[config.mk]
export PLATFORM = sky130hd
export DESIGN_NAME = rtccal_top
export DESIGN_NICKNAME = d
export VERILOG_FILES = /design/src/inc/rtccal_pkg.sv /design/src/inc/rtccal_if.sv /design/src/hw/rtccal_top.sv /design/src/hw/rtccal_step.sv
export VERILOG_INCLUDE_DIRS = /design/src /design/src/inc
export SDC_FILE = /design/constraint.sdc
export NUM_CORES = 1
export LEC_CHECK = 0
export BUFFER_PORTS_ARGS = -buffer_cell sky130_fd_sc_hd__buf_2
export CAP_MARGIN = 20
export CORE_MARGIN = 3
export CORE_UTILIZATION = 40
export DETAILED_ROUTE_END_ITERATION = 10
export PLACE_DENSITY = 0.65
export SKIP_CTS_REPAIR_TIMING = 1
export SLEW_MARGIN = 0
export SYNTH_ARGS = -nofsm -noshare
export SYNTH_HDL_FRONTEND = slang
export SYNTH_SLANG_ARGS = --single-unit
[constraint.sdc]
create_clock -name hclk -period 3.9 [get_ports hclk]
set_input_delay 0.195 -clock hclk [delete_from_list [all_inputs] [get_ports hclk]]
set_output_delay 0.195 -clock hclk [all_outputs]
set_load 0.1 [all_outputs]
[src/inc/rtccal_defs.svh]
// Register offsets, field codes and reset values of the calendar block
`ifndef RTCCAL_DEFS_SVH
`define RTCCAL_DEFS_SVH

`define RTCCAL_IDX_CTRL     6'h00
`define RTCCAL_IDX_WEEKDAY  6'h01
`define RTCCAL_IDX_DAY      6'h02
`define RTCCAL_IDX_MONTH    6'h03
`define RTCCAL_IDX_YEAR     6'h04

`define RTCCAL_CTRL_PAGE    0
`define RTCCAL_CTRL_RUN     1

`define RTCCAL_WD_LAST      3'h6
`define RTCCAL_WD_ANY       3'h7
`define RTCCAL_DAY_FIRST    6'h01
`define RTCCAL_DAY_ANY      6'h3f
`define RTCCAL_MON_FIRST    5'h01
`define RTCCAL_MON_LAST     5'h12
`define RTCCAL_YEAR_LAST    8'h99

`define RTCCAL_RST_WD       3'h0
`define RTCCAL_RST_DAY      6'h01
`define RTCCAL_RST_MON      5'h01
`define RTCCAL_RST_YEAR     8'h00
`define RTCCAL_RST_LEAP     2'h0
`define RTCCAL_RST_FMT      1'h1
`define RTCCAL_RST_AL_WD    3'h7
`define RTCCAL_RST_AL_DAY   6'h3f

`endif

[src/inc/rtccal_pkg.sv]
// Types shared by the calendar block
package rtccal_pkg;
  typedef enum logic [1:0] {
    ST_IDLE,
    ST_WR,
    ST_RD_WAIT,
    ST_RD
  } rtccal_bus_e;
endpackage : rtccal_pkg

[src/inc/rtccal_if.sv]
// Current and next calendar values between register file and stepper
`timescale 1ns/1ps
interface rtccal_if;
  logic [2:0] wd;
  logic [5:0] day;
  logic [4:0] mon;
  logic [7:0] yr;
  logic [1:0] leap;
  logic [2:0] wd_nxt;
  logic [5:0] day_nxt;
  logic [4:0] mon_nxt;
  logic [7:0] yr_nxt;
  logic [1:0] leap_nxt;
  logic       day_wrap;
  logic       mon_wrap;

  modport calc  (input wd, day, mon, yr, leap,
                 output wd_nxt, day_nxt, mon_nxt, yr_nxt, leap_nxt, day_wrap, mon_wrap);
  modport owner (output wd, day, mon, yr, leap,
                 input wd_nxt, day_nxt, mon_nxt, yr_nxt, leap_nxt, day_wrap, mon_wrap);
endinterface : rtccal_if

[src/hw/rtccal_top.sv]
// Calendar fields of the real-time clock with an AHB-Lite register slave
//
// Contract
// (RULE1) Weekday sits in bits 2..0 counting 0 Sunday to 6 Saturday; upper bits read zero.
// (RULE2) Weekday code 7 means ignore in the alarm page and is not accepted on page 0.
// (RULE3) Day of month sits in bits 5..0 as BCD 01..31; bits 7..6 read zero.
// (RULE4) Day code 3f means ignore in the alarm page and is not accepted on page 0.
// (RULE5) Software never loads a day that does not exist in the current month.
// (RULE6) Month sits in bits 4..0 of the page 0 month register as BCD 01..12; upper bits zero.
// (RULE7) On page 1 the month address holds the hour format in bit 0, 1 meaning 24-hour.
// (RULE8) Software changes the hour format only while counting is stopped.
// (RULE9) Year uses all eight bits of page 0 as BCD 00..99.
// (RULE10) Software writes only listed codes; anything else gives undefined results.
// (RULE11) Month and year exist only on page 0; weekday and day exist on both pages.
// (RULE12) The page 1 year address holds a two-bit leap phase, 0 meaning a leap year.
// (RULE13) A day carry advances weekday and day, wraps at month end, then month and year.
`timescale 1ns/1ps
`include "rtccal_defs.svh"
module rtccal_top
  import rtccal_pkg::*;
(
  // Clock and reset
  input  wire logic        hclk,
  input  wire logic        hresetn,
  // AHB-Lite slave
  input  wire logic        hsel,
  input  wire logic [31:0] haddr,
  input  wire logic [1:0]  htrans,
  input  wire logic        hwrite,
  input  wire logic [2:0]  hsize,
  input  wire logic [31:0] hwdata,
  input  wire logic        hready,
  output logic             hreadyout,
  output logic             hresp,
  output logic      [31:0] hrdata,
  // Time-of-day side
  input  wire logic        day_carry,
  output logic             hour_24,
  output logic             counting,
  output logic             alarm_date_match
);
  rtccal_if cal ();

  rtccal_bus_e st_r;
  rtccal_bus_e st_nxt;
  logic [5:0]  idx_r;
  logic [31:0] rd_mux;
  logic [31:0] hrdata_r;
  logic        page_r;
  logic        run_r;
  logic [2:0]  wd_r;
  logic [5:0]  day_r;
  logic [4:0]  mon_r;
  logic [7:0]  yr_r;
  logic [1:0]  leap_r;
  logic        fmt_r;
  logic [2:0]  al_wd_r;
  logic [5:0]  al_day_r;
  logic        match_r;
  logic        match_nxt;

  wire         accept  = hsel && htrans[1] && hready;
  wire         wr_now  = (st_r == ST_WR);
  wire         step    = day_carry && run_r;
  wire         wr_ctrl = wr_now && (idx_r == `RTCCAL_IDX_CTRL);
  wire         wr_wd   = wr_now && (idx_r == `RTCCAL_IDX_WEEKDAY);
  wire         wr_day  = wr_now && (idx_r == `RTCCAL_IDX_DAY);
  wire         wr_mon  = wr_now && (idx_r == `RTCCAL_IDX_MONTH);
  wire         wr_yr   = wr_now && (idx_r == `RTCCAL_IDX_YEAR);
  wire         wr_p0   = !page_r;
  // Page 0 refuses the alarm wildcards so the running date stays valid
  wire         ld_wd   = wr_wd && wr_p0 && (hwdata[2:0] != `RTCCAL_WD_ANY); // see (RULE2)
  wire         ld_day  = wr_day && wr_p0 && (hwdata[5:0] != `RTCCAL_DAY_ANY); // see (RULE4)
  wire         ld_awd  = wr_wd && page_r;
  wire         ld_aday = wr_day && page_r;
  wire         ld_mon  = wr_mon && wr_p0; // see (RULE11)
  wire         ld_fmt  = wr_mon && page_r; // see (RULE7)
  wire         ld_yr   = wr_yr && wr_p0; // see (RULE11)
  wire         ld_leap = wr_yr && page_r; // see (RULE12)

  wire [31:0]  rd_ctrl = {30'h0, run_r, page_r};
  wire [31:0]  rd_wd   = {29'h0, page_r ? al_wd_r : wd_r}; // see (RULE1)
  wire [31:0]  rd_day  = {26'h0, page_r ? al_day_r : day_r}; // see (RULE3)
  wire [31:0]  rd_mon  = page_r ? {31'h0, fmt_r} : {27'h0, mon_r}; // see (RULE6)
  wire [31:0]  rd_yr   = page_r ? {30'h0, leap_r} : {24'h0, yr_r}; // see (RULE9)

  assign cal.wd   = wd_r;
  assign cal.day  = day_r;
  assign cal.mon  = mon_r;
  assign cal.yr   = yr_r;
  assign cal.leap = leap_r;

  rtccal_step u_step (
    .cal (cal)
  );

  // Unmapped indices read zero and ignore writes
  assign rd_mux = (idx_r == `RTCCAL_IDX_CTRL)    ? rd_ctrl :
                  (idx_r == `RTCCAL_IDX_WEEKDAY) ? rd_wd :
                  (idx_r == `RTCCAL_IDX_DAY)     ? rd_day :
                  (idx_r == `RTCCAL_IDX_MONTH)   ? rd_mon :
                  (idx_r == `RTCCAL_IDX_YEAR)    ? rd_yr : 32'h0; // see (RULE11)

  // One wait state on reads, so a write just before is always seen
  always_comb
  begin
    st_nxt = ST_IDLE;
    case (st_r)
      ST_RD_WAIT: st_nxt = ST_RD;
      ST_IDLE, ST_WR, ST_RD:
      begin
        if (accept)
          st_nxt = hwrite ? ST_WR : ST_RD_WAIT;
      end
      default: st_nxt = ST_IDLE;
    endcase
  end

  assign hreadyout        = (st_r != ST_RD_WAIT);
  assign hresp            = 1'b0;
  assign hrdata           = hrdata_r;
  assign hour_24          = fmt_r;
  assign counting         = run_r;
  assign alarm_date_match = match_r;

  // Wildcards in the alarm page match any running value
  assign match_nxt = ((al_wd_r == `RTCCAL_WD_ANY) || (al_wd_r == wd_r)) &&
                     ((al_day_r == `RTCCAL_DAY_ANY) || (al_day_r == day_r)); // see (RULE2) (RULE4)

  always_ff @(posedge hclk or negedge hresetn)
  begin
    if (!hresetn)
    begin
      st_r     <= ST_IDLE;
      idx_r    <= 6'h00;
      hrdata_r <= 32'h0;
      match_r  <= 1'b0;
    end
    else
    begin
      st_r <= st_nxt;
      if (accept)
        idx_r <= (haddr[31:8] == 24'h0) ? haddr[7:2] : 6'h3f;
      if (st_r == ST_RD_WAIT)
        hrdata_r <= rd_mux;
      match_r <= match_nxt;
    end
  end

  always_ff @(posedge hclk or negedge hresetn)
  begin
    if (!hresetn)
    begin
      page_r <= 1'b0;
      run_r  <= 1'b0;
      fmt_r  <= `RTCCAL_RST_FMT;
    end
    else if (wr_ctrl)
    begin
      page_r <= hwdata[`RTCCAL_CTRL_PAGE];
      run_r  <= hwdata[`RTCCAL_CTRL_RUN];
    end
    else if (ld_fmt)
      fmt_r <= hwdata[0]; // see (RULE7)
  end

  always_ff @(posedge hclk or negedge hresetn)
  begin
    if (!hresetn)
    begin
      al_wd_r  <= `RTCCAL_RST_AL_WD;
      al_day_r <= `RTCCAL_RST_AL_DAY;
    end
    else
    begin
      if (ld_awd)
        al_wd_r <= hwdata[2:0];
      if (ld_aday)
        al_day_r <= hwdata[5:0];
    end
  end

  // A write to a field wins over a carry in the same cycle
  always_ff @(posedge hclk or negedge hresetn)
  begin
    if (!hresetn)
    begin
      wd_r   <= `RTCCAL_RST_WD;
      day_r  <= `RTCCAL_RST_DAY;
      mon_r  <= `RTCCAL_RST_MON;
      yr_r   <= `RTCCAL_RST_YEAR;
      leap_r <= `RTCCAL_RST_LEAP;
    end
    else
    begin
      if (ld_wd)
        wd_r <= hwdata[2:0];
      else if (step)
        wd_r <= cal.wd_nxt; // see (RULE13)
      if (ld_day)
        day_r <= hwdata[5:0];
      else if (step)
        day_r <= cal.day_nxt; // see (RULE13)
      if (ld_mon)
        mon_r <= hwdata[4:0];
      else if (step)
        mon_r <= cal.mon_nxt; // see (RULE13)
      if (ld_yr)
        yr_r <= hwdata[7:0];
      else if (step)
        yr_r <= cal.yr_nxt; // see (RULE9)
      if (ld_leap)
        leap_r <= hwdata[1:0];
      else if (step)
        leap_r <= cal.leap_nxt; // see (RULE12)
    end
  end

  // A write in its data phase wins over a carry, so those cycles are left out
  wire quiet_step = step && !wr_now;
  wire rd_sample  = (st_r == ST_RD_WAIT);
endmodule : rtccal_top

[src/hw/rtccal_step.sv]
// Next calendar values for one day carry
`timescale 1ns/1ps
`include "rtccal_defs.svh"
module rtccal_step
  import rtccal_pkg::*;
(
  // Calendar values
  rtccal_if.calc cal
);
  function automatic logic [7:0] rtccal_bcd_inc(input logic [7:0] v);
    if (v[3:0] == 4'h9)
      rtccal_bcd_inc = {v[7:4] + 4'h1, 4'h0};
    else
      rtccal_bcd_inc = {v[7:4], v[3:0] + 4'h1};
  endfunction : rtccal_bcd_inc

  logic [5:0] last_day;
  logic [7:0] day_inc;
  logic [7:0] mon_inc;
  logic       yr_wrap;

  // February follows the leap phase
  assign last_day = (cal.mon == 5'h02) ? ((cal.leap == 2'h0) ? 6'h29 : 6'h28) :
                    (cal.mon == 5'h04 || cal.mon == 5'h06 ||
                     cal.mon == 5'h09 || cal.mon == 5'h11) ? 6'h30 : 6'h31; // see (RULE13)
  assign day_inc      = rtccal_bcd_inc({2'h0, cal.day});
  assign mon_inc      = rtccal_bcd_inc({3'h0, cal.mon});
  assign cal.day_wrap = (cal.day == last_day);
  assign cal.mon_wrap = cal.day_wrap && (cal.mon == `RTCCAL_MON_LAST);
  assign yr_wrap      = (cal.yr == `RTCCAL_YEAR_LAST);
  assign cal.wd_nxt   = (cal.wd == `RTCCAL_WD_LAST) ? 3'h0 : cal.wd + 3'h1; // see (RULE1)
  assign cal.day_nxt  = cal.day_wrap ? `RTCCAL_DAY_FIRST : day_inc[5:0]; // see (RULE13)
  assign cal.mon_nxt  = !cal.day_wrap ? cal.mon :
                        cal.mon_wrap ? `RTCCAL_MON_FIRST : mon_inc[4:0]; // see (RULE13)
  assign cal.yr_nxt   = !cal.mon_wrap ? cal.yr :
                        yr_wrap ? 8'h00 : rtccal_bcd_inc(cal.yr); // see (RULE9)
  assign cal.leap_nxt = cal.mon_wrap ? cal.leap + 2'h1 : cal.leap; // see (RULE12)
endmodule : rtccal_step

After elaboration in Yosys (flattened, before gate mapping). Index checks and enable logic that the tools add are counted.

Register bits: 77. Word-level logic and storage cells: 137.

Add/subtract/negate cells: 8. Equal/unequal tests: 26. Multiplexer cells: 36. Bitwise gates (word level): 1. Reductions and logical operators: 49.

Operators with widths (count): $mux W8 (11); $mux W6 (7); $mux W5 (6); $logic_not A24 Y1 (1); $logic_and A1 B1 Y1 (20); $add A4 B1 Y4 const B (4); $reduce_bool A2 Y1 (8); $eq A4 B4 Y1 const B (3); $eq A6 B2 Y1 const B (2); $eq A6 B6 Y1 (2); $mux W3 (4); $eq A5 B3 Y1 const B (2); $eq A5 B5 Y1 const B (2); $mux W2 (5); $reduce_and A2 Y1 (5); $reduce_bool A3 Y1 (3); $eq A8 B8 Y1 const B (1); $eq A3 B3 Y1 const B (2); $eq A6 B1 Y1 const B (1); $eq A6 B3 Y1 const B (1); $eq A6 B6 Y1 const B (1); $logic_not A6 Y1 (1); $ne A6 B6 Y1 const B (1); $reduce_and A3 Y1 (2); 17 further kinds (25).

Longest topological paths before layout. Gate-level depths: netlist of the first run.

Word-level depth: 12. Mapped depth: 10.

Modules after synthesis. A second synthesis of the first run with hierarchy kept.

Cell total of the unflattened synthesis: 420. Area, all modules: 3947.5 sq um.

Modules (own cells, without submodules): rtccal_top (instances 1, cells each 308, area each 3113.0 sq um); rtccal_step (instances 1, cells each 112, area each 834.6 sq um).

Least setup slack after synthesis of the first run. Ideal clock, no wire load.

Path type: register to register. Start: register run_r, in the netlist counting. End: register yr_r[3], in the netlist cal.yr[3]. Setup time: 0.069 ns. Arrival: 2.420 ns. Setup slack: 1.411 ns. Cell stages (with the launch flop): 8. Buffers on the path: 2. Period minus slack after synthesis: 2.489 ns. Path through: dfrtp_1 and2_1 buf_4 nand2_1 or4_1 buf_2 or4_1 nand3_1.

Word-level cells in the longest chain between the ends: 3.

Ends and longest elaborated chain: start, declared (RTL line rtccal_top.sv:50) `logic run_r;`; start signal, assigned (RTL line rtccal_top.sv:161) `` run_r <= hwdata[`RTCCAL_CTRL_RUN]; ``; $logic_and A1 B1 Y1 (RTL line rtccal_top.sv:64) `wire step = day_carry && run_r;`; $reduce_bool A2 Y1 (no line); $reduce_and A2 Y1 (no line); end signal, assigned (RTL line rtccal_top.sv:191) `` yr_r <= `RTCCAL_RST_YEAR; ``; end signal, assigned (RTL line rtccal_top.sv:209) `yr_r <= hwdata[7:0];`; end signal, assigned (RTL line rtccal_top.sv:211) `yr_r <= cal.yr_nxt;`; end, declared (RTL line rtccal_top.sv:54) `logic [7:0] yr_r;`.

Every way passes these cells. A chain may end at the register's enable or synchronous reset.

Worst setup path in the final report of the first run.
Start: register mon_r[0], in the netlist cal.mon[0]. End: register yr_r[3], in the netlist cal.yr[3].

Word-level cells in the longest chain between the ends: 10. Elaborated cells between the ends (all ways): 15.

Ends and longest elaborated chain: start, declared (RTL line rtccal_top.sv:53) `logic [4:0] mon_r;`; start signal, assigned (RTL line rtccal_top.sv:190) `` mon_r <= `RTCCAL_RST_MON; ``; start signal, assigned (RTL line rtccal_top.sv:205) `mon_r <= hwdata[4:0];`; start signal, assigned (RTL line rtccal_top.sv:207) `mon_r <= cal.mon_nxt;`; $eq A5 B3 Y1 (RTL line rtccal_step.sv:24) `(cal.mon == 5'h04 || cal.mon == 5'h06 ||`; $logic_or A1 B1 Y1 (2 in a row) (RTL line rtccal_step.sv:24); $logic_or A1 B1 Y1 (RTL line rtccal_step.sv:25) `cal.mon == 5'h09 || cal.mon == 5'h11) ? 6'h30 : 6'h31;`; $mux W1 (RTL line rtccal_step.sv:25); $mux W6 (RTL line rtccal_step.sv:23) `assign last_day = (cal.mon == 5'h02) ? ((cal.leap == 2'h0) ? 6'h29 : 6'h28) :`; $eq A6 B6 Y1 (RTL line rtccal_step.sv:28) `assign cal.day_wrap = (cal.day == last_day);`; $logic_and A1 B1 Y1 (*) (RTL line rtccal_step.sv:29) `` assign cal.mon_wrap = cal.day_wrap && (cal.mon == `RTCCAL_MON_LAST); ``; $reduce_bool A2 Y1 (no line) (*); $reduce_and A2 Y1 (no line) (*).

Mark *: on every way between the ends. The rest lies on a longest branch, timed or not.

==> results of run 1 <==
[layout make-up]
type,instances,area share (%)
repair buffers,58,7.642
multi-input cells,313,50.91
inverters,12,1.166
clock buffers,7,1.975
well taps,105,3.400
flip-flops and latches,53,34.72
clock inverters,1,0.1943
[worst max path at each step]
stage	cells past startpoint	start	endpoint	slack (ns)
floorplan	7	counting$_DFFE_PN0P_	cal.yr[3]$_DFFE_PN0P_	1.41
global placement	5	idx_r[3]$_DFFE_PN0P_	hrdata[1]$_DFFE_PN0N_	1.31
detailed placement	6	cal.mon[0]$_DFFE_PN1P_	cal.yr[3]$_DFFE_PN0P_	1.30
CTS	6	cal.mon[0]$_DFFE_PN1P_	cal.yr[3]$_DFFE_PN0P_	1.27
global route	5	idx_r[3]$_DFFE_PN0P_	cal.mon[2]$_DFFE_PN0P_	1.10
finish	6	cal.mon[0]$_DFFE_PN1P_	cal.yr[3]$_DFFE_PN0P_	1.26
[critical path, cell delays in order, from the launching register on]
cell and delay (ns):
dfstp_2 0.66, nor2b_2 0.25, nand3_1 0.11, and3_1 0.27, or4_1 0.69, or4_1 0.51, nand3_1 0.09
[logic make-up (layout without fill, tap and decap cells)]
| family | Yosys count | count (layout) | share of synthesized area, % |
|---|---|---|---|
| and+or+nand+nor | 156 | 156 | 23.37 |
| AOI/OAI and AO/OA | 91 | 91 | 16.57 |
| buffers and inverters | 63 | 78 | 10.06 |
| DFF | 53 | 53 | 37.56 |
| muxes | 22 | 22 | 6.937 |
| xor gates and xnor gates | 12 | 12 | 2.943 |
| adders and majority gates | 7 | 7 | 2.453 |
| other | 1 | 25 | 0.1050 |
[layer usage]
metal	up-vias	GRT usage, %	wire length (um)
met4	0	5.492	95
met1	1440	25.23	3995
met3	7	2.699	488
li1	1501	-	-
met2	77	27.88	4268
met5	-	0	0
[registers in the layout (all words and copies together), names as in the netlist, 3 cells and up]
name      cells
al_day_r      6
al_wd_r       3
cal.day       6
cal.mon       5
cal.wd        3
cal.yr        8
hrdata        8
idx_r         6
[cell usage in the layout (no fill, tap or decap), types with 7 or more instances in the layout]
master	n
xor2_1	7
a21oi_1	22
a31oi_1	11
nor3_1	8
nand3_1	24
nor2_1	27
nor4_1	13
nand2_1	43
buf_2	56
dfstp_2	12
conb_1	25
mux2_2	18
inv_1	11
o21ai_0	20
ha_1	7
dfrtp_1	41
[power groups by stage]
stage	clock network, mW	registers (mW)	logic, mW
after floorplan	0	0.739	0.342
after global placement	0	0.691	0.468
after detailed placement	0	0.691	0.476
after CTS	0.316	0.682	0.477
after global routing	0.338	0.691	0.514
final	0.306	0.682	0.474
==> results.yml, run 1 <==
power_and_ir_drop:
  switchingPower_mw: 0.6117
  p_sw_share_pct: 41.87
  p_per_area_mw_per_mm2: 378.1
  seqPwrFrac_pct: 46.7
  pwr-share-clk_pct: 20.9
  finalPower_mw: 1.461
  internal_power_mw: 0.8491
  p_leak_nw: 1.641
  irDropWorstVdd_v: 0.0001791
  pwr-share-comb_pct: 32.4
sta:
  finalCriticalPeriod_ns: 2.641
  finalMaxSlewViolations: 0
  fmax_ghz: 0.3786
  hold_ws_ns: -0.001217
  setup_viol: 0
  final.setup_skew_ns: 0.01386
  rsz0062_at_grt: "no"
  tns_ns: 0
  timing.final.hold_violations: 2
  relSlewSlack_pct: 31.95
  tightest_slew_ns: 1.018
  finalCritPeriodShare_pct: 67.72
  finalWorstSetupSlack_ns: 1.259
drt:
  drt_iter0_drc: 142
  antenna_left: 0
  drt_pass1_iterations: 4
  wire_per_inst_um: 16.12
  viasPerCell: 5.510
  drc: 0
  wl_um: 8848
  vias: 3025
die:
  die_area_mm2: 0.01010
  pin_count: 112
  die_w_um: 100.5
  core-area_mm2: 0.008423
  initial_core_util_pct: 42.39
  fp.dieH_um: 100.5
  rows: 33
cells_and_area:
  multi_input_area_mm2: 0.001967
  fin_area_mm2: 0.003864
  regArea_mm2: 0.001341
  fin_util_pct: 45.87
  antenna_cells: 0
  fillCellCount: 831
  nNetsFinal: 525
  drive_gt1_share_pct: 24.10
  area_growth_pct: 8.199
  finalNonFillerCells: 549
clocking:
  numCtsBuffers: 5
  clk_pin_slew_ns: 0.10
  htreeDepth: 2
  root_buffer: "clkbuf_8"
  clock_latency_ns: 0.31
  cts_tree: "done"
  clock_sinks: 53
  clk_path_buf_depth: 2
worst_setup_path:
  r2r_end: "cal.yr[3]$_DFFE_PN0P_"
  cp.required_ns: 4.14
  crit_arrival_ns: 2.88
  critPathCaptureType: "flip-flop"
  r2r_cells: 6
  path_max_fanout: 10
  cp-start-kind: "flip-flop"
  r2r_start: "cal.mon[0]$_DFFE_PN1P_"
  path_class: "reg2reg"
  reg2reg_setup_slack_ns: 1.26
global_routing:
  gr-usage-all-layers_pct: 17.75
  grt_pass1_wl_um: 14320
  grt_pass1_vias: 2844
  grt_overflow: 0
  antenna_found_initial: 0
  grt_max_degree: 54
logic_synthesis:
  synth_cell_types: 61
  yosys-top-cells-area: "dfrtp_1 (29%), dfstp_2 (8.8%), buf_4 (6.3%)"
  synth_edf_count: 0
  post-synth-top-area-cell: "dfrtp_1"
  synth.avg_cell_area_um2: 8.817
  synth_top_area_share_pct: 28.73
  synth.top_cells.by_count: "nand2_1 (43), dfrtp_1 (41), buf_4 (30)"
  async_reset_ff_share_pct: 100.0
  yosysMostFrequentCell: "nand2_1"
  syn_area_mm2: 0.003571
  seq_area_frac_synth_pct: 37.56
  ys_seq_elements: 53
  netlist_instances: 405
  yosys_warnings: 0
  synth-main-ff-cell: "dfrtp_1"
run_status:
  status: "complete, but fails checks"
  violations: "hold timing"
placed_design:
  dpl.hpwl_um: 6578
  io_buffers: 56
  gp_congestion: 0.8206
  placed_cell_area_mm2: 0.003780
  dpl_worst_slack_ns: 1.304
  dpl.cell_count: 541
flow_run:
  cap_violations: 0
hold_path:
  hp-class: "in2async"
(Power assumes the default switching activity.)
==> run 2, diff against run 1 <==
PLACE_DENSITY = 0.68   (was 0.65)
clock period = 2.3 ns   (was 3.9 ns; I/O delays follow)
==> run 2 against run 1 <==
Net effect: the flow now finishes without violations; global-route usage rose by 1.4 points; die area did not move; sequential cell count did not move; sequential power rose by 66%; wire length rose by 11%; core utilization rose by 4.3 points; clock skew fell by 0.0085 ns.
==> results.yml, run 2 (synthesis gave the netlist of run 1 again) <==
drt:
  dr_wl_met2_um: 4834
  drt_pass1_iterations: 5
  drt_iter0_drc: 250
  wire_per_inst_um: 16.82
  vias: 3278
  met3_wirelength_um: 574
  viasPerCell: 5.613
  antenna_left: 0
  drc: 0
  wl_um: 9823
  drt-met1-wl_um: 4271
  highest_layer: "met4"
clocking:
  root_buffer: "clkbuf_8"
  clock_latency_ns: 0.31
  numCtsBuffers: 5
  cts_tree: "done"
  htreeDepth: 2
  clock_sinks: 53
  clk_path_buf_depth: 2
  clk_pin_slew_ns: 0.10
global_routing:
  grt_overflow: 0
  grt_max_degree: 21
  grt_pass1_vias: 3055
  grt_pass1_wl_um: 15490
  antenna_found_initial: 0
  gr-usage-all-layers_pct: 19.14
power_and_ir_drop:
  p_leak_nw: 1.865
  finalPower_mw: 2.580
  irDropWorstVdd_v: 0.0002452
  p_per_area_mw_per_mm2: 610.6
sta:
  finalCritPeriodShare_pct: 99.76
  finalMaxSlewViolations: 0
  timing.final.hold_violations: 0
  fmax_ghz: 0.4358
  final.setup_skew_ns: 0.005373
  finalCriticalPeriod_ns: 2.294
  rsz0062_at_grt: "yes"
  setup_viol: 0
  finalWorstSetupSlack_ns: 0.005552
hold_path:
  hold-path-cell-count: 2
  hp-class: "in2reg"
  worstHoldStart: "hwrite"
placed_design:
  dpl_worst_slack_ns: 0.02934
  dpl.hpwl_um: 7229
  io_buffers: 56
  gp_congestion: 0.9167
worst_setup_path:
  path_class: "reg2reg"
  cp.required_ns: 2.55
  reg2reg_setup_slack_ns: 0.006
  r2r_cells: 6
  path_max_fanout: 6
  r2r_start: "cal.mon[2]$_DFFE_PN0P_"
  crit_start: "cal.mon[2]$_DFFE_PN0P_"
  crit_arrival_ns: 2.54
  critPathCaptureType: "flip-flop"
  cp-start-kind: "flip-flop"
die:
  die_w_um: 100.5
  rows: 33
  fp.dieH_um: 100.5
  pin_count: 112
  core-area_mm2: 0.008423
  die_area_mm2: 0.01010
  initial_core_util_pct: 42.39
cells_and_area:
  final_cell_mix: "buf_2 (56), nand2_1 (43), dfrtp_1 (40)"
  fillCellCount: 819
  drive_gt1_share_pct: 32.78
  area_growth_pct: 18.33
  antenna_cells: 0
  nNetsFinal: 560
  layout_commonest_cell: "buf_2"
run_status:
  status: "completed"
flow_run:
  cap_violations: 0
[run 2: worst paths after layout]
path	endpoint
setup / recovery	cal.yr[3]$_DFFE_PN0P_
setup reg to reg	cal.yr[3]$_DFFE_PN0P_
max in group asynchronous	hour_24$_DFFE_PN1P_
min in group asynchronous	cal.day[2]$_DFFE_PN0P_
hold / removal	st_r[1]$_DFF_PN0_
hold reg to reg	hrdata[7]$_DFFE_PN0N_
[run 2: critical path, cell delays in order (launching register included)]
cell     delay [ns]
dfrtp_1        0.42
nor4b_4        0.29
nand2_1        0.11
mux2_4         0.35
or4_4          0.56
or4_4          0.43
nand3_2        0.08
[run 2: where the power goes]
| part | total, mW | switching, mW | leakage [nW] | internal, mW |
|---|---|---|---|---|
| Sequential | 1.13 | 0.0959 | 0.618 | 1.03 |
| Combinational | 0.912 | 0.670 | 1.20 | 0.242 |
| Clock | 0.539 | 0.321 | 0.0456 | 0.218 |
[run 2: metal layers]
layer / vias to the layer above / global-route usage (%)
met1: 1599 / 26.52
met5: - / 0
met2: 105 / 32.11
met3: 10 / 2.561
met4: 0 / 3.938
li1: 1564 / -
[run 2: layout make-up]
class	count	area, um^2	area share [%]
multi-input cells	314	2067	48.92
flip-flops and latches	53	1343	31.77
repair buffers	92	553.0	13.09
well taps	105	131.4	3.109
clock buffers	6	72.57	1.718
inverters	12	45.04	1.066
clock inverters	2	13.76	0.3257
[run 2: metrics by stage]
step                util, %  setup TNS, ns  area [um^2]  instances  hold WS (ns)
finish                50.16              0         4225        584      0.005746
global route          50.16        -0.4464         4225        584       0.01781
CTS                   48.81              0         4111        579       -0.2616
detailed placement    47.79              0         4025        571       0.07681
global placement      47.79              0         4025        571       0.07871
floorplan                 -       -0.02806         3701        429       -0.1806
==> run 3, diff against run 2 <==
BUFFER_PORTS_ARGS = default   (was -buffer_cell sky130_fd_sc_hd__buf_2)
CELL_PAD_IN_SITES_DETAIL_PLACEMENT = 0   (was default)
CELL_PAD_IN_SITES_GLOBAL_PLACEMENT = 2   (was default)
CORE_UTILIZATION = 33   (was 40)
DONT_BUFFER_PORTS = 1   (was default)
PLACE_DENSITY = default   (was 0.68)
PLACE_DENSITY_LB_ADDON = 0.1   (was default)
==> run 3 against run 2 <==
Net effect: the flow now finishes with violations (hold timing); worst setup slack got worse by 0.0029 ns; core utilization decreased by 8.4 points; first-iteration DRC count decreased by 30%; critical path type unchanged; register-to-register slack about the same; global-route usage decreased by 1.7 points; non-clock buffer count decreased by 26; design area increased by 2.9%; maximum frequency decreased by 0.13%; sequential share of layout area decreased by 0.89 points; power increased by 10%; sequential power about the same.
==> results.yml, run 3 (synthesis gave the netlist of run 1 again) <==
run_status:
  status: "complete, but fails checks"
  violations: "hold timing"
sta:
  timing.final.hold_violations: 1
  tightest_slew_ns: 0.8607
  fmax_ghz: 0.4353
  setup_viol: 0
  finalCritPeriodShare_pct: 99.88
  final.setup_skew_ns: 0.007256
  relSlewSlack_pct: 42.66
  rsz0062_at_grt: "yes"
  hold_ws_ns: -0.04466
  finalMaxSlewViolations: 0
  tns_ns: 0
  finalCriticalPeriod_ns: 2.297
die:
  die_area_mm2: 0.01211
  pin_count: 112
  fp.dieH_um: 110.0
  core-area_mm2: 0.01042
  die_w_um: 110.0
  rows: 37
  initial_core_util_pct: 34.28
drt:
  drt_pass1_iterations: 5
  antenna_left: 0
  viasPerCell: 5.370
  wire_per_inst_um: 18.70
  wl_um: 11020
  vias: 3163
  drt_iter0_drc: 176
  drc: 0
clocking:
  htreeDepth: 2
  clock_sinks: 53
  clk_pin_slew_ns: 0.11
  clk_path_buf_depth: 2
  cts_tree: "done"
  numCtsBuffers: 5
  clock_latency_ns: 0.31
  root_buffer: "clkbuf_8"
global_routing:
  grt_pass1_vias: 2895
  grt_overflow: 0
  grt_pass1_wl_um: 16100
  gr-usage-all-layers_pct: 17.40
  grt_max_degree: 54
  antenna_found_initial: 0
worst_setup_path:
  critPathCaptureType: "flip-flop"
  cp.required_ns: 2.56
  critPathMaxStageDelay_ns: 0.58
  path_max_fanout: 6
  crit_arrival_ns: 2.56
  crit_family: "simple AND/OR/NAND/NOR gates"
  cp-start-kind: "flip-flop"
  cpMaxStageDelayCell: "or4_4"
  path_class: "reg2reg"
  crit_chain: "inv_1 > ha_2 > nor2b_1 > o211ai_1 > a21oi_4 > or4_4 > or4_1 > nand3_1"
  path_buf_inv: 1
cells_and_area:
  final_cell_mix: "buf_4 (49), nand2_1 (43), dfrtp_1 (40)"
  nNetsFinal: 534
  drive_gt1_share_pct: 25.61
  fin_area_mm2: 0.004347
  antenna_cells: 0
  layout_commonest_cell: "buf_4"
  area_growth_pct: 21.72
placed_design:
  gp_congestion: 0.8596
  io_buffers: 0
  placed_cell_area_mm2: 0.003881
  dpl.hpwl_um: 7579
flow_run:
  cap_violations: 0
power_and_ir_drop:
  p_leak_nw: 1.800
  irDropWorstVdd_v: 0.0004529
  p_per_area_mw_per_mm2: 654.6
hold_path:
  hp-class: "in2reg"
run 3: cell types whose count changed in the layout (fill, tap and decap cells not counted), sizes merged:
| cell | delta |
|---|---|
| buf | -41 |
| bufinv | +2 |
| clkbuf | -1 |
| clkinv | -1 |
| dlygate4sd3 | +15 |
run 3: final timing paths:
path	from	end	slack, ns	cells past startpoint
worst max-delay path	cal.leap[0]$_DFFE_PN0P_	cal.yr[3]$_DFFE_PN0P_	0.003	8
worst min-delay path	hwdata[3]	cal.day[3]$_DFFE_PN0P_	-0.04	2
worst max register to register	cal.leap[0]$_DFFE_PN0P_	cal.yr[3]$_DFFE_PN0P_	0.003	8
worst min register to register	idx_r[4]$_DFFE_PN0P_	idx_r[4]$_DFFE_PN0P_	0.52	1
max in group asynchronous	hresetn	al_wd_r[2]$_DFFE_PN1P_	1.67	2
min in group asynchronous	hresetn	cal.yr[4]$_DFFE_PN0P_	0.31	2
run 3: metrics by stage:
| step | power (mW) | util [%] | cells | setup WS [ns] |
|---|---|---|---|---|
| global placement | 1.970 | 37.26 | 559 | -0.02920 |
| finish | 2.845 | 41.73 | 589 | 0.002676 |
| floorplan | 1.855 | - | 429 | -0.01774 |
| global route | 2.980 | 41.73 | 589 | -0.1293 |
| CTS | 2.773 | 38.58 | 567 | -0.08028 |
| detailed placement | 1.979 | 37.26 | 559 | -0.06249 |
run 3: worst reg2reg max path, delay by kind of cell, from the launching register on:
kind / cells / cell delay, ns
buffers and inverters: 1 / 0.07
AND/OR/NAND/NOR: 4 / 1.14
flip-flops: 1 / 0.40
adder cells (fa/ha/maj): 1 / 0.18
AO/OA/AOI/OAI: 2 / 0.46
run 3: power breakdown:
part | switching (mW) | total (mW) | internal (mW)
logic | 0.675 | 0.918 | 0.243
registers | 0.102 | 1.13 | 1.03
clock network | 0.354 | 0.792 | 0.439
total | 1.13 | 2.85 | 1.71
run 3: cell type report:
| cell class | instances | area (um^2) |
|---|---|---|
| clock inverter | 3 | 68.82 |
| inverter | 12 | 45.04 |
| tap | 136 | 170.2 |
| multi-input combinational | 314 | 2096 |
| fill | 1070 | 6070 |
| clock buffer | 5 | 68.82 |
| sequential | 53 | 1343 |
| timing repair buffer | 66 | 555.5 |
run 3: layer usage:
metal / part of all wire (%) / wire length [um] / up-vias / global-route usage [%]
met5: 0 / 0 / - / 0
met4: 1.2 / 129 / 0 / 3.206
met3: 5.2 / 569 / 8 / 2.388
met2: 47 / 5212 / 96 / 27.60
met1: 46 / 5103 / 1538 / 25.45
li1: - / - / 1521 / -
